==> src/core/hsc_pkg.sv <==
package hsc_pkg;

   ////////////////////////////////////////////////////////////////////////
   // Widths
   localparam int SAMPLE_W   = 16;
   localparam int DFO_W      = 14;
   localparam int CLAMP_W    = 13;
   localparam int DAC_W      = 12;
   localparam int MODE_W     = 6;
   localparam int TC_W       = 8;
   localparam int KEY_W      = 8;
   localparam int ADDR_W     = 5;
   localparam int FIFO_DEPTH = 16;
   localparam int WIDE_W     = 20;

   ////////////////////////////////////////////////////////////////////////
   // Setting field layout: filter high, range low
   localparam int FILT_MSB  = 5;
   localparam int FILT_LSB  = 3;
   localparam int RANGE_MSB = 2;
   localparam int RANGE_LSB = 0;
   localparam int DFO_LSB   = SAMPLE_W - DFO_W;

   ////////////////////////////////////////////////////////////////////////
   // Read addresses
   localparam logic [4:0] ADDR_LOCK  = 5'h01;
   localparam logic [4:0] ADDR_CLAMP_LOW_LIMIT  = 5'h02;
   localparam logic [4:0] ADDR_CLAMP_HIGH_LIMIT  = 5'h04;
   localparam logic [4:0] ADDR_OFFS  = 5'h06;
   localparam logic [4:0] ADDR_GAIN  = 5'h08;
   localparam logic [4:0] ADDR_MODE  = 5'h0C;
   localparam logic [4:0] ADDR_TC    = 5'h0E;
   localparam logic [4:0] ADDR_DFO   = 5'h18;

   ////////////////////////////////////////////////////////////////////////
   // Stored-bit inversions, lock key, reset values
   localparam logic [12:0] CLAMP_HIGH_LIMIT_INV  = 13'h1FFF;
   localparam logic [15:0] GAIN_INV  = 16'h2000;
   localparam logic [15:0] OFFS_INV  = 16'h1000;
   localparam logic [7:0]  LOCK_KEY  = 8'hB6;
   localparam logic [15:0] RST_WORD  = 16'h0000;
   localparam logic [12:0] RST_CLAMP = 13'h0000;
   localparam logic [7:0]  RST_BYTE  = 8'h00;
   localparam logic [5:0]  RST_MODE  = 6'h00;

   ////////////////////////////////////////////////////////////////////////
   // Arithmetic scaling: unity gain is 8192, product scaled by 2^16
   localparam int PROD_SHIFT = 16;
   localparam int OFFS_SHIFT = 1;
   localparam int DAC_SHIFT  = 1;

   // Filter corner to first-order shift (larger shift, lower corner)
   localparam logic [2:0] FSH_500 = 3'h3;
   localparam logic [2:0] FSH_125 = 3'h5;
   localparam logic [2:0] FSH_250 = 3'h4;
   localparam logic [2:0] FSH_62  = 3'h6;
   localparam logic [2:0] FSH_1K  = 3'h2;
   localparam logic [2:0] FSH_2K  = 3'h1;

   typedef enum logic [1:0] {
      LK_BOOT   = 2'b00,
      LK_OPEN   = 2'b01,
      LK_FROZEN = 2'b11
   } hsc_lock_e;

   // Filter code to shift; codes 5..7 share the widest corner
   function automatic logic [2:0] filtShift(input logic [2:0] code);
      case (code)
         3'h0:    filtShift = FSH_500;
         3'h1:    filtShift = FSH_125;
         3'h2:    filtShift = FSH_250;
         3'h3:    filtShift = FSH_62;
         3'h4:    filtShift = FSH_1K;
         default: filtShift = FSH_2K;
      endcase
   endfunction

   // Saturate a wide signed value to the sample width
   function automatic logic signed [15:0] sat16(input logic signed [19:0] v);
      if (v > 20'sh07FFF)
         sat16 = 16'sh7FFF;
      else if (v < -20'sh08000)
         sat16 = -16'sh8000;
      else
         sat16 = v[15:0];
   endfunction

endpackage

==> src/core/hsc_stream_if.sv <==
`timescale 1ns/1ps
interface hsc_stream_if #(parameter int WIDTH = 16);
   logic [WIDTH-1:0] data;
   logic             valid;
   logic             ready;
   modport src (output data, output valid, input ready);
   modport snk (input data, input valid, output ready);
endinterface

==> src/core/hsc_dsp.sv <==
// Function
// - setting splits into filter field bits 5..3 and range field bits 2..0
// - range codes 0..3 select 100, 30, 60, 80 mT full scale
// - filter codes select 500, 125, 250, 62.5 Hz, 1 kHz, else 2 kHz
// - samples pass a low-pass filter; result readable as filtered field
// - order is gain, then offset, then clamp, then converter
// - output code held between low and high clamp limits
// - positive sample means north pole at branded side
// - filtered field readout is 14 bits, read only, before gain
// - filtered field spans -32768 to 32767 for every filter
// - offset is the output at zero field
// - drift coefficient steers temperature compensation of sensitivity
// - clamped result, top 12 of its 13 bits, is the converter input code
// - parameters come from nonvolatile storage loaded by programmer
// - unity gain moves output one supply span per 65536 counts
// - lock key freezes parameters, effective after next power cycle
// - clamp limits span zero to full supply
`timescale 1ns/1ps
module hsc_dsp
   import hsc_pkg::*;
#(
   parameter int DEPTH = FIFO_DEPTH
) (
   // Clock and reset
   input  wire logic                 ref_clk,
   input  wire logic                 rst_n,
   // Converter sample stream
   input  wire logic [SAMPLE_W-1:0]  adcSample,
   input  wire logic                 adcValid,
   output logic                      adcReady,
   // Range and drift steering to analog front end
   output logic [RANGE_MSB:0]        adcRangeSel,
   output logic [TC_W-1:0]           tempDriftCoefficient,
   // Output converter stream
   output logic [DAC_W-1:0]          dacCode,
   output logic                      dacValid,
   input  wire logic                 dacReady,
   // Nonvolatile parameter load
   input  wire logic                 nvmLoad,
   input  wire logic [MODE_W-1:0]    nvmRangeFilterSelect,
   input  wire logic [SAMPLE_W-1:0]  nvmSensitivityGain,
   input  wire logic [SAMPLE_W-1:0]  nvmQuiescentOutputOffset,
   input  wire logic [CLAMP_W-1:0]   nvmClampLowLimit,
   input  wire logic [CLAMP_W-1:0]   nvmClampHighLimit,
   input  wire logic [TC_W-1:0]      nvmTempDriftCoefficient,
   input  wire logic [KEY_W-1:0]     nvmParameterLockKey,
   // Register readout
   input  wire logic                 regRdEn,
   input  wire logic [ADDR_W-1:0]    regAddr,
   output logic [SAMPLE_W-1:0]       regRdData,
   output logic                      regRdValid,
   // Lock status
   output logic                      locked
);

   ////////////////////////////////////////////////////////////////////////
   // Declarations

   logic [MODE_W-1:0]          rangeFilterSelect_q;
   logic [SAMPLE_W-1:0]        sensitivityGain_q;
   logic [SAMPLE_W-1:0]        quiescentOutputOffset_q;
   logic [CLAMP_W-1:0]         clampLowLimit_q;
   logic [CLAMP_W-1:0]         clampHighLimit_q;
   logic [TC_W-1:0]            tempDrift_q;
   logic [KEY_W-1:0]           parameterLockKey_q;
   hsc_lock_e                  lock_q;
   hsc_lock_e                  lock_d;
   logic                       loadOk;

   logic signed [SAMPLE_W-1:0] filtered_q;
   logic signed [SAMPLE_W-1:0] filtered_d;
   logic                       stage1Valid_q;
   logic [DAC_W-1:0]           dacCode_q;
   logic                       dacValid_q;
   logic                       advance;
   logic                       take;

   logic signed [SAMPLE_W-1:0] gainEff;
   logic signed [SAMPLE_W-1:0] offsEff;
   logic [CLAMP_W-1:0]         highEff;
   logic signed [31:0]         product;
   logic signed [WIDE_W-1:0]   scaled;
   logic signed [WIDE_W-1:0]   sumWide;
   logic signed [SAMPLE_W-1:0] sumSat;
   logic signed [SAMPLE_W-1:0] lowS;
   logic signed [SAMPLE_W-1:0] highS;
   logic signed [SAMPLE_W-1:0] clamped;
   logic [CLAMP_W-1:0]         clampCode;

   logic [SAMPLE_W-1:0]        regRdData_q;
   logic                       regRdValid_q;
   logic [SAMPLE_W-1:0]        rdMux;
   logic [SAMPLE_W-1:0]        dfoWord;

   hsc_stream_if #(.WIDTH(SAMPLE_W)) fifoIn ();
   hsc_stream_if #(.WIDTH(SAMPLE_W)) fifoOut ();

   ////////////////////////////////////////////////////////////////////////
   // Sample buffer in front of the filter

   // Samples arrive signed, north pole at branded side positive
   assign fifoIn.data  = adcSample;
   assign fifoIn.valid = adcValid;
   assign adcReady     = fifoIn.ready;

   hsc_fifo #(
      .WIDTH (SAMPLE_W),
      .DEPTH (DEPTH)
   ) u_fifo (
      .ref_clk (ref_clk),
      .rst_n   (rst_n),
      .inPort  (fifoIn),
      .outPort (fifoOut)
   );

   ////////////////////////////////////////////////////////////////////////
   // Lock sequencing

   // Lock decision taken once per power-up, from the key in the first storage load
   always_comb begin
      lock_d = lock_q;
      case (lock_q)
         LK_BOOT: begin
            if (nvmLoad && (nvmParameterLockKey == LOCK_KEY))
               lock_d = LK_FROZEN;
            else if (nvmLoad)
               lock_d = LK_OPEN;
         end
         LK_OPEN:   lock_d = LK_OPEN;
         LK_FROZEN: lock_d = LK_FROZEN;
         default:   lock_d = LK_BOOT;
      endcase
   end

   // Key written while open waits for the next reset to act
   always_ff @(posedge ref_clk or negedge rst_n) begin
      if (!rst_n)
         lock_q <= LK_BOOT;
      else
         lock_q <= lock_d;
   end

   assign loadOk = nvmLoad && (lock_q != LK_FROZEN);
   assign locked = lock_q[1]; // Only the frozen state has bit 1 set

   ////////////////////////////////////////////////////////////////////////
   // Parameter store

   // Lock key image, updated by each load until frozen
   always_ff @(posedge ref_clk or negedge rst_n) begin
      if (!rst_n)
         parameterLockKey_q <= RST_BYTE;
      else if (loadOk)
         parameterLockKey_q <= nvmParameterLockKey;
   end

   // Calibration parameters from storage
   always_ff @(posedge ref_clk or negedge rst_n) begin
      if (!rst_n) begin
         rangeFilterSelect_q     <= RST_MODE;
         sensitivityGain_q       <= RST_WORD;
         quiescentOutputOffset_q <= RST_WORD;
         clampLowLimit_q         <= RST_CLAMP;
         clampHighLimit_q        <= RST_CLAMP;
         tempDrift_q             <= RST_BYTE;
      end else if (loadOk) begin
         rangeFilterSelect_q     <= nvmRangeFilterSelect;
         sensitivityGain_q       <= nvmSensitivityGain;
         quiescentOutputOffset_q <= nvmQuiescentOutputOffset;
         clampLowLimit_q         <= nvmClampLowLimit;
         clampHighLimit_q        <= nvmClampHighLimit;
         tempDrift_q             <= nvmTempDriftCoefficient;
      end
   end

   // Range and drift go to the analog side
   assign adcRangeSel          = rangeFilterSelect_q[RANGE_MSB:RANGE_LSB];
   assign tempDriftCoefficient = tempDrift_q;

   ////////////////////////////////////////////////////////////////////////
   // Pipeline control

   // A stage moves only when the converter side has room
   assign advance      = !dacValid_q || dacReady;
   assign take         = fifoOut.valid && advance;
   assign fifoOut.ready = advance;

   ////////////////////////////////////////////////////////////////////////
   // Low-pass filter

   // First-order step: y += (x - y) >>> shift, corner from the field
   always_comb begin
      logic signed [WIDE_W-1:0] diff;
      logic signed [WIDE_W-1:0] step;
      diff = WIDE_W'(signed'(fifoOut.data)) - WIDE_W'(filtered_q);
      step = diff >>> filtShift(rangeFilterSelect_q[FILT_MSB:FILT_LSB]);
      filtered_d = sat16(WIDE_W'(filtered_q) + step);
   end

   // Filter state and first stage valid
   always_ff @(posedge ref_clk or negedge rst_n) begin
      if (!rst_n) begin
         filtered_q    <= '0;
         stage1Valid_q <= 1'b0;
      end else begin
         if (take)
            filtered_q <= filtered_d;
         if (advance)
            stage1Valid_q <= take;
      end
   end

   ////////////////////////////////////////////////////////////////////////
   // Gain, offset, clamp

   // Undo the stored-bit inversions
   assign gainEff = SAMPLE_W'(sensitivityGain_q ^ GAIN_INV);
   assign offsEff = SAMPLE_W'(quiescentOutputOffset_q ^ OFFS_INV);
   assign highEff = clampHighLimit_q ^ CLAMP_HIGH_LIMIT_INV;

   // Unity gain (8192) gives 8192 output codes per 65536 counts
   assign product = filtered_q * gainEff;
   assign scaled  = WIDE_W'(product >>> PROD_SHIFT);

   // Offset is the zero-field output, on the clamp scale
   assign sumWide = scaled + (WIDE_W'(offsEff) >>> OFFS_SHIFT);
   assign sumSat  = sat16(sumWide);

   // Limits are unsigned, compare on a signed scale
   assign lowS  = SAMPLE_W'({3'h0, clampLowLimit_q});
   assign highS = SAMPLE_W'({3'h0, highEff});

   // Band limit, high limit taken last
   always_comb begin
      clamped = sumSat;
      if (sumSat < lowS)
         clamped = lowS;
      if (clamped > highS)
         clamped = highS;
   end

   assign clampCode = clamped[CLAMP_W-1:0];

   ////////////////////////////////////////////////////////////////////////
   // Converter output register

   // Code holds until the converter takes it
   always_ff @(posedge ref_clk or negedge rst_n) begin
      if (!rst_n) begin
         dacCode_q  <= '0;
         dacValid_q <= 1'b0;
      end else if (advance) begin
         dacValid_q <= stage1Valid_q;
         if (stage1Valid_q)
            dacCode_q <= clampCode[CLAMP_W-1:DAC_SHIFT];
      end
   end

   assign dacCode  = dacCode_q;
   assign dacValid = dacValid_q;

   ////////////////////////////////////////////////////////////////////////
   // Register readout

   // Only the top 14 bits of the filtered value are meaningful
   assign dfoWord = {filtered_q[SAMPLE_W-1:DFO_LSB], {DFO_LSB{1'b0}}};

   // Address decode, unmapped reads return zero
   always_comb begin
      case (regAddr)
         ADDR_LOCK: rdMux = {8'h00, parameterLockKey_q};
         ADDR_CLAMP_LOW_LIMIT: rdMux = {3'h0, clampLowLimit_q};
         ADDR_CLAMP_HIGH_LIMIT: rdMux = {3'h0, clampHighLimit_q};
         ADDR_OFFS: rdMux = quiescentOutputOffset_q;
         ADDR_GAIN: rdMux = sensitivityGain_q;
         ADDR_MODE: rdMux = {10'h000, rangeFilterSelect_q};
         ADDR_TC:   rdMux = {8'h00, tempDrift_q};
         ADDR_DFO:  rdMux = dfoWord;
         default:   rdMux = '0;
      endcase
   end

   // Read answer one cycle after the request
   always_ff @(posedge ref_clk or negedge rst_n) begin
      if (!rst_n) begin
         regRdData_q  <= '0;
         regRdValid_q <= 1'b0;
      end else begin
         regRdValid_q <= regRdEn;
         if (regRdEn)
            regRdData_q <= rdMux;
      end
   end

   assign regRdData  = regRdData_q;
   assign regRdValid = regRdValid_q;

endmodule

==> src/core/hsc_fifo.sv <==
`timescale 1ns/1ps
module hsc_fifo #(
   parameter int WIDTH = 16,
   parameter int DEPTH = 16
) (
   // Clock and reset
   input wire logic ref_clk,
   input wire logic rst_n,
   // Filling side
   hsc_stream_if.snk inPort,
   // Draining side
   hsc_stream_if.src outPort
);
   localparam int PW = $clog2(DEPTH);
   localparam int CW = PW + 1;
   localparam logic [CW-1:0] FULLCNT = CW'(DEPTH);

   logic [WIDTH-1:0] mem [DEPTH];
   logic [PW-1:0]    wrPtr_q;
   logic [PW-1:0]    rdPtr_q;
   logic [CW-1:0]    cnt_q;
   logic [CW-1:0]    cnt_d;
   logic             full_q;
   logic             empty_q;
   logic             push;
   logic             pop;

   assign push          = inPort.valid && !full_q;
   assign pop           = !empty_q && outPort.ready;
   assign inPort.ready  = !full_q;
   assign outPort.valid = !empty_q;
   assign outPort.data  = mem[rdPtr_q];

   // Occupancy after this cycle
   always_comb begin
      cnt_d = cnt_q;
      if (push && !pop)
         cnt_d = cnt_q + CW'(1);
      else if (pop && !push)
         cnt_d = cnt_q - CW'(1);
   end

   // Storage write
   always_ff @(posedge ref_clk) begin
      if (push)
         mem[wrPtr_q] <= inPort.data;
   end

   // Pointers and flags
   always_ff @(posedge ref_clk or negedge rst_n) begin
      if (!rst_n) begin
         wrPtr_q <= '0;
         rdPtr_q <= '0;
         cnt_q   <= '0;
         full_q  <= 1'b0;
         empty_q <= 1'b1;
      end else begin
         if (push)
            wrPtr_q <= (wrPtr_q == PW'(DEPTH - 1)) ? '0 : wrPtr_q + PW'(1);
         if (pop)
            rdPtr_q <= (rdPtr_q == PW'(DEPTH - 1)) ? '0 : rdPtr_q + PW'(1);
         cnt_q   <= cnt_d;
         full_q  <= (cnt_d == FULLCNT);
         empty_q <= (cnt_d == '0);
      end
   end
endmodule

==> config.mk <==
export PLATFORM = sky130hd
export DESIGN_NAME = hsc_dsp
export DESIGN_NICKNAME = d
export VERILOG_FILES = /design/src/core/hsc_pkg.sv /design/src/core/hsc_stream_if.sv /design/src/core/hsc_dsp.sv /design/src/core/hsc_fifo.sv
export SDC_FILE = /design/constraint.sdc
export NUM_CORES = 1
export LEC_CHECK = 0
export CAP_MARGIN = 5
export CORE_UTILIZATION = 35
export DETAILED_ROUTE_END_ITERATION = 16
export DONT_BUFFER_PORTS = 1
export HOLD_SLACK_MARGIN = 0.03
export PLACE_DENSITY_LB_ADDON = 0.05
export SYNTH_ARGS = -nofsm -noshare
export SYNTH_HDL_FRONTEND = slang
export SYNTH_SLANG_ARGS = --single-unit
==> constraint.sdc <==
create_clock -name ref_clk -period 20.4 [get_ports ref_clk]
set_clock_uncertainty 0.1 [all_clocks]
set_input_delay 5.1 -clock ref_clk [delete_from_list [all_inputs] [get_ports ref_clk]]
set_output_delay 5.1 -clock ref_clk [all_outputs]
set_load 0.02 [all_outputs]
==> results.md, run 1 <==
* Synth unique cells at 87
* Htree depth at 2
* Cts bufs inserted at 47
* Register area share after synthesis at between 30% and 40%
* Remaining DRCs at 0
* Clock Latency Late Sink at about 0.61 ns
* Setup TNS at 0 ns
* 1st-iter DRT viols at roughly 1,300
* Final Max Tran Viols at 0
* Vias in the first global route at between 20,000 and 25,000
* EDFF count, synth at approximately 260
* Crit. End Element: flop
* Io pins at 150
* WL/cell at approximately 24 um
* Multi-input logic area at approximately 0.016 mm^2
* Reg clk slew, reported paths at 0.07 ns
* Cts repair resizes at 0
* Root buffer cell: clkbuf_16
* FF+latch count, synth at 400
* Dpl hpwl at ~64,000 um
* Layout cells sized above 1 at 11.4%
* Bufs on Longest Clock Path at 3
* Area Overhead vs Synth at 9.37%
* Initial Util at 35.3%
* Die W at about 290 um
* Post-CTS Setup Bufs at 0
* Core region area at ~0.083 mm^2
* GRT Resource Usage Total at between 20% and 30%
* Sink Count at 400
* Die Span Y at slightly below 300 um
* Largest net degree at the start of global routing at approximately 150
* Ys Warns at 0
* First-pass GRT wire length at between 100,000 and 150,000 um
* Slew @ Worst Pin at ~1.3 ns
* Total number of vias at 18,814
* Grt total ovfl at 0
* Critical Path RT at ~21 ns
* Final WL at 86,400 um
* Reg area at approximately 0.011 mm^2
* Avg Vias per Cell at 5.19
* Area contributors post-synth: edfxtp_1, fa_1, dfrtp_1
* First-pass DRT Iterations at 5
* Final setup fails at 0
* PortBufs at 0
* Synth Instances at roughly 2,600
* Post-synth ARST share at 36.0%
* Most common cell in the netlist: inv_1
* Post-CTS Hold Fix Bufs at 0
* CP max stage delay at 0.76 ns
* Final instance area at roughly 0.032 mm^2
* Synth top area share at a little over a quarter
* Fmax at between 0.07 and 0.08 GHz
* Crit Path Max Fanout at 19
* FF-to-FF setup slack at roughly 7 ns
* Outcome: completed
* Critical path class: reg2reg
* Initial antenna violation count at 3
* CP Launch Type: flop
* Hold WC Path Type: reg2reg
* Main synth FF type: edfxtp_1
* Final worst path period need at 13.57 ns
* Max-Cap Viols at 0
* Most used cell, CP: fa_1
* Synthesized area at a little under 0.03 mm^2
* Final RePlAce weighted congestion at between 0.8 and 0.9
* Synth area leader: edfxtp_1
* Num rows at 106
* RSZ-0062 raised after global routing: no
* Synth top cells by count: inv_1, fa_1, edfxtp_1, nand2_1, ha_1
* Synth Net Count at approximately 3,100
* Final Hold Fails at 0
* CTS tree: built
* Worst slew margin at 15.1%
* Tcrit/Tclk final at approximately two thirds
* NumNets Final at between 3,000 and 4,000
* Crit-path slowest cell: mux2i_2
* Fillers at approximately 8,000
* Die ar. at between 0.08 and 0.09 mm^2
* Placed inst area at roughly 0.031 mm^2
* Crit path DAT at 13.98 ns
* Avg Cell Area, Syn at 11.5 um^2
* Routed Antenna Nets at 0
## per-layer routing
metal  part of all wire, %  global-route usage [%]  vias to the layer above  routed length [um]
met5                 0.015                       0                        -                  13
met4                   2.3                    5.31                        2                1950
met3                   3.9                    2.92                       87                3370
met2                    49                    34.3                      326               42000
met1                    45                    28.1                     9773               39000
li1                      -                       -                     8626                   -
## registers in the layout, summed over array words and instances (netlist names), 12 cells and up
register                 cells
filtered_q                  16
u_fifo.mem                 256
dacCode                     12
sensitivityGain_q           16
regRdData                   16
quiescentOutputOffset_q     16
clampHighLimit_q            13
clampLowLimit_q             13
## critical path, delay by kind of cell, from the launching register on
| family | cells | cell delay (ns) |
|---|---|---|
| AND/OR/NAND/NOR | 6 | 1.05 |
| flip-flops | 1 | 0.66 |
| adder cells (fa/ha/maj) | 11 | 5.28 |
| AO/OA/AOI/OAI | 23 | 4.88 |
| multiplexers | 1 | 0.76 |
| buffers and inverters | 5 | 0.56 |
| XOR/XNOR | 1 | 0.16 |
## kinds of logic after synthesis
kind of cell             count (synthesis)  synth area share [%]
multiplexers                           189                  10.1
buffers and inverters                  500                  6.48
AND/OR/NAND/NOR                        581                  9.23
AO/OA/AOI/OAI                          387                  8.89
adder cells (fa/ha/maj)                427                  24.9
XOR/XNOR                                69                  2.05
flip-flops                             400                  38.3
## through the flow
step	instances	hold WS, ns	util [%]	setup slack (ns)
after CTS	3625	0.395	38.6	6.87
after global placement	3539	0.377	36.7	7.13
after floorplan	2553	0.357	-	8.44
after detailed placement	3539	0.377	36.7	6.93
final	3628	0.392	38.6	6.83
after global routing	3626	0.428	38.6	5.97
## final cells by class
class	instances	share of cell area (%)
Clock inverter	27	1.14
Inverter	383	4.46
Multi-Input combinational cell	1653	50.7
Antenna cell	3	0.0233
Sequential cell	400	35.1
Timing Repair Buffer	23	0.536
Tap cell	1080	4.20
Clock buffer	59	3.85
## layout by cell type, fill, tap and decap left out, types with 7 or more instances in the layout
cell	synthesis	layout
and3_1	10	10
ha_1	163	163
nor2b_1	12	12
buf_4	5	23
mux4_2	80	80
edfxtp_1	256	256
mux2_2	67	67
o21a_1	15	15
nand2_1	231	231
a211oi_1	17	17
o21ai_0	77	77
nor2_1	126	113
fa_1	264	264
nand3_1	18	18
bufinv_16	0	7
inv_1	383	383
xor2_1	25	25
clkinv_1	0	8
clkbuf_1	99	10
mux2i_1	41	41
nand2b_1	22	22
nor2_2	0	9
a21o_1	30	30
nor3_1	17	13
and2_1	115	115
a31oi_1	25	25
nand4_1	8	8
xnor2_1	44	44
o211ai_1	9	9
o22ai_1	24	24
clkbuf_16	0	47
o21ai_1	14	14
dfrtp_1	143	141
a21oi_1	87	87
## worst paths after layout
kind	from	cells past startpoint	to
worst min register to register	u_fifo.cnt_q[4]	1	u_fifo.cnt_q[4]
min in group asynchronous	rst_n	0	clampLowLimit_q[5]
max in group asynchronous	rst_n	0	u_fifo.empty_q
worst max register to register	sensitivityGain_q[1]	47	dacCode[8]
worst min-delay path	u_fifo.cnt_q[4]	1	u_fifo.cnt_q[4]
worst max-delay path	sensitivityGain_q[1]	47	dacCode[8]
Power of run 1 is left out: the tool's default activity adds up to more than one toggle a clock period on the data nets, which glitch-free logic cannot reach.
==> inputs of run 2 (changes only) <==
--- a/config.mk
+++ b/config.mk
@@ -5,6 +5,7 @@
 export SDC_FILE = /design/constraint.sdc
 export NUM_CORES = 1
 export LEC_CHECK = 0
+export ABC_AREA = 1
 export CAP_MARGIN = 5
 export CORE_UTILIZATION = 35
 export DETAILED_ROUTE_END_ITERATION = 16
==> constraint.sdc (replaced) <==
create_clock -name ref_clk -period 11.5 [get_ports ref_clk]
set_clock_uncertainty 0.1 [all_clocks]
set_input_delay 2.875 -clock ref_clk [delete_from_list [all_inputs] [get_ports ref_clk]]
set_output_delay 2.875 -clock ref_clk [all_outputs]
set_load 0.02 [all_outputs]
==> run 2 against run 1 <==
Via count grew 22%. Critical endpoint is now dacCode[9]. Maximum frequency grew 25%. Final area grew 4.8%. Largest cell class unchanged.
==> results.md, run 2 <==
* Outcome: completed
* Avg Cell Area, Syn at 8.98 um^2 (-22%)
* Synth area leader: edfxtp_1
* Worst slew margin at 39.3% (+24 points)
* Commonest non-fill, non-tap cell in the layout: nand2_1
* Reg area at 0.0113 mm^2 (+0.22%)
* Multi-input logic area at 0.0164 mm^2 (+0.48%)
* End of the worst hold path: lock_q[1]
* Crit-path slowest cell: dfrtp_4
* Hold Crit Start: lock_q[0]
* Crit Path Max Fanout at 18 (-1)
* Final Hold Fails at 0 (unchanged)
* Bufs on Longest Clock Path at 3 (unchanged)
* RR Startpoint: filtered_q[4]
* Worst r2r path cells at 49 (+4.3%)
* Crit path buffers/inverters at 5 (unchanged)
* NumNets Final at 3,919 (+29%)
* Setup TNS at 0 ns (unchanged)
* First-pass DRT Iterations at 5 (unchanged)
* Remaining DRCs at 0 (unchanged)
* Ys Warns at 0 (unchanged)
* Final worst path period need at 10.82 ns (-2.75 ns)
* WHS Path Cells at 1 (unchanged)
* Hold WC Path Type: reg2reg
* Synth Net Count at 3,929 (+27%)
* Fmax at 0.0924 GHz (+25%)
* Routed Antenna Nets at 0 (unchanged)
* Top delay family on crit path: adder cells
* Final Max Tran Viols at 0 (unchanged)
* Leading cell types in the layout, fill and taps excluded: nand2_1, inv_1, nor2_1, fa_1, edfxtp_1
* Reg clk slew, reported paths at 0.07 ns (about the same)
* First-pass GRT wire length at 149,000 um (+14%)
* Die Span Y at 297 um (+1.7%)
* Post-CTS Hold Fix Bufs at 0 (unchanged)
* Final setup fails at 0 (unchanged)
* Synthesized area at 0.0305 mm^2 (+3.5%)
* Final hold slack at 0.379 ns (-0.0134 ns)
* Die W at 297 um (+1.7%)
* Reg2reg end: dacCode[9]
* Synth unique cells at 58 (-33%)
* Main synth FF type: edfxtp_1
* Synth top area share at 25.2% (-0.89 points)
* Clock Latency Late Sink at 0.62 ns (about the same)
* Area contributors post-synth: edfxtp_1, fa_1, dfrtp_1
* Crit path DAT at 11.27 ns (-2.71 ns)
* Post-synth ARST share at 36.0% (unchanged)
* Register area share after synthesis at 37.0% (-1.3 points)
* Largest net degree at the start of global routing at 145 (unchanged)
* Initial antenna violation count at 2 (-1)
* Most flop-heavy register: u_fifo.mem
* Sink Count at 400 (unchanged)
* Total number of vias at 22,966 (+22%)
* CP Launch Type: flop
* CTS tree: built
* Fillers at 8,694 (+8.5%)
* Vias in the first global route at 23,677 (+18%)
* Synth top cells by count: nand2_1, inv_1, nor2_1, fa_1, edfxtp_1
* Num rows at 107 (+0.94%)
* 1st-iter DRT viols at 1,503 (+19%)
* CP max stage delay at 0.62 ns (-0.14 ns)
* Final WL at 96,200 um (+11%)
* EDFF count, synth at 256 (unchanged)
* Tcrit/Tclk final at 94.1% (+28 points)
* Core region area at 0.0857 mm^2 (+2.7%)
* WL/cell at 21.1 um (-12%)
* Most common cell in the netlist: nand2_1
* Synth Instances at 3,395 (+33%)
* Final RePlAce weighted congestion at 0.874 (+2.2%)
* Critical Path RT at 11.95 ns (-8.86 ns)
* GRT Resource Usage Total at 22.1% (+1.6 points)
* Crit. End Element: flop
* Critical path class: reg2reg
* Avg Vias per Cell at 5.02 (-3.1%)
* Slew @ Worst Pin at 0.911 ns (-0.354 ns)
* FF-to-FF setup slack at 0.68 ns (-6.15 ns)
* Root buffer cell: clkbuf_16
* Cts bufs inserted at 48 (+2.1%)
* Placed insts at 4,472 (+26%)
* Final cell count without fillers at 4,571 (+26%)
* Layout cells sized above 1 at 8.53% (-2.8 points)
* Largest register FFs at 256 (unchanged)
* FF+latch count, synth at 400 (unchanged)
* Initial Util at 35.6% (+0.28 points)
* Htree depth at 2 (unchanged)
* Dpl hpwl at 73,200 um (+15%)
* Io pins at 150 (unchanged)
* PortBufs at 0 (unchanged)
* Die ar. at 0.0883 mm^2 (+3.5%)
* Max-Cap Viols at 0 (unchanged)
* Area Overhead vs Synth at 10.7%
* Grt total ovfl at 0 (unchanged)
==> run 2: cell types whose count changed after synthesis, moves of 28 or more <==
cell / delta
and2_1: -113
inv_1: +198
mux2_2: -55
mux4_2: -80
nand2_1: +530
nand3_1: +103
nor2_1: +159
o21ai_0: +110
o221ai_1: +28
o32ai_1: +39
==> run 2: final cells by class <==
cell class              count  area share, %
multi-input cells        2252           48.6
flip-flops and latches    400           33.6
inverters                 591           6.59
well taps                1144           4.24
clock buffers              66           4.12
repair buffers             92           2.09
clock inverters            23          0.760
diodes                      3         0.0222
==> run 2: what timing repair did <==
item                                    4_1_cts  5_1_grt
endpoints found under the setup margin       12       12
resized for setup                             2       35
buffers inserted                              0        7
cloned                                        0        0
pin swaps                                     0        1
==> run 2: per-stage QoR <==
step	cell area [um^2]	util [%]	setup WS [ns]
2_1_floorplan	30500	-	1.42
3_3_place_gp	32000	37.3	-0.381
3_5_place_dp	32000	37.3	-0.287
4_1_cts	33600	39.2	0.0597
5_1_grt	33700	39.4	-0.00798
6_report	33700	39.4	0.681
==> run 2: kinds of logic (layout without fill, tap and decap cells) <==
group                    Yosys count  after routing  share of synthesized area (%)
XOR/XNOR                          63             63                           1.81
adder cells (fa/ha/maj)          427            427                           24.0
AND/OR/NAND/NOR                 1265           1265                           17.1
multiplexers                      38             38                           1.30
AO/OA/AOI/OAI                    459            459                           9.31
flip-flops                       400            400                           37.0
buffers and inverters            743            772                           9.38
other                              0              3                              0
==> run 2: worst max-delay path by stage <==
stage,start,endpoint,slack (ns),cells past startpoint
floorplan,filtered_q[15],dacCode[0],1.42,57
global placement,filtered_q[4],dacCode[2],-0.38,49
detailed placement,filtered_q[4],dacCode[2],-0.29,49
CTS,filtered_q[12],dacCode[7],0.06,50
global route,filtered_q[5],dacCode[3],-0.008,56
finish,filtered_q[4],dacCode[9],0.68,49
==> run 2: layer usage <==
| metal | track usage, % | share of wire (%) | vias to the layer above |
|---|---|---|---|
| li1 | - | - | 10850 |
| met1 | 30.7 | 46 | 11546 |
| met2 | 37.2 | 48 | 467 |
| met3 | 2.18 | 4.0 | 103 |
| met4 | 4.98 | 2.1 | 0 |
| met5 | 0 | 0 | - |
Power of run 2 is left out for the same reason.
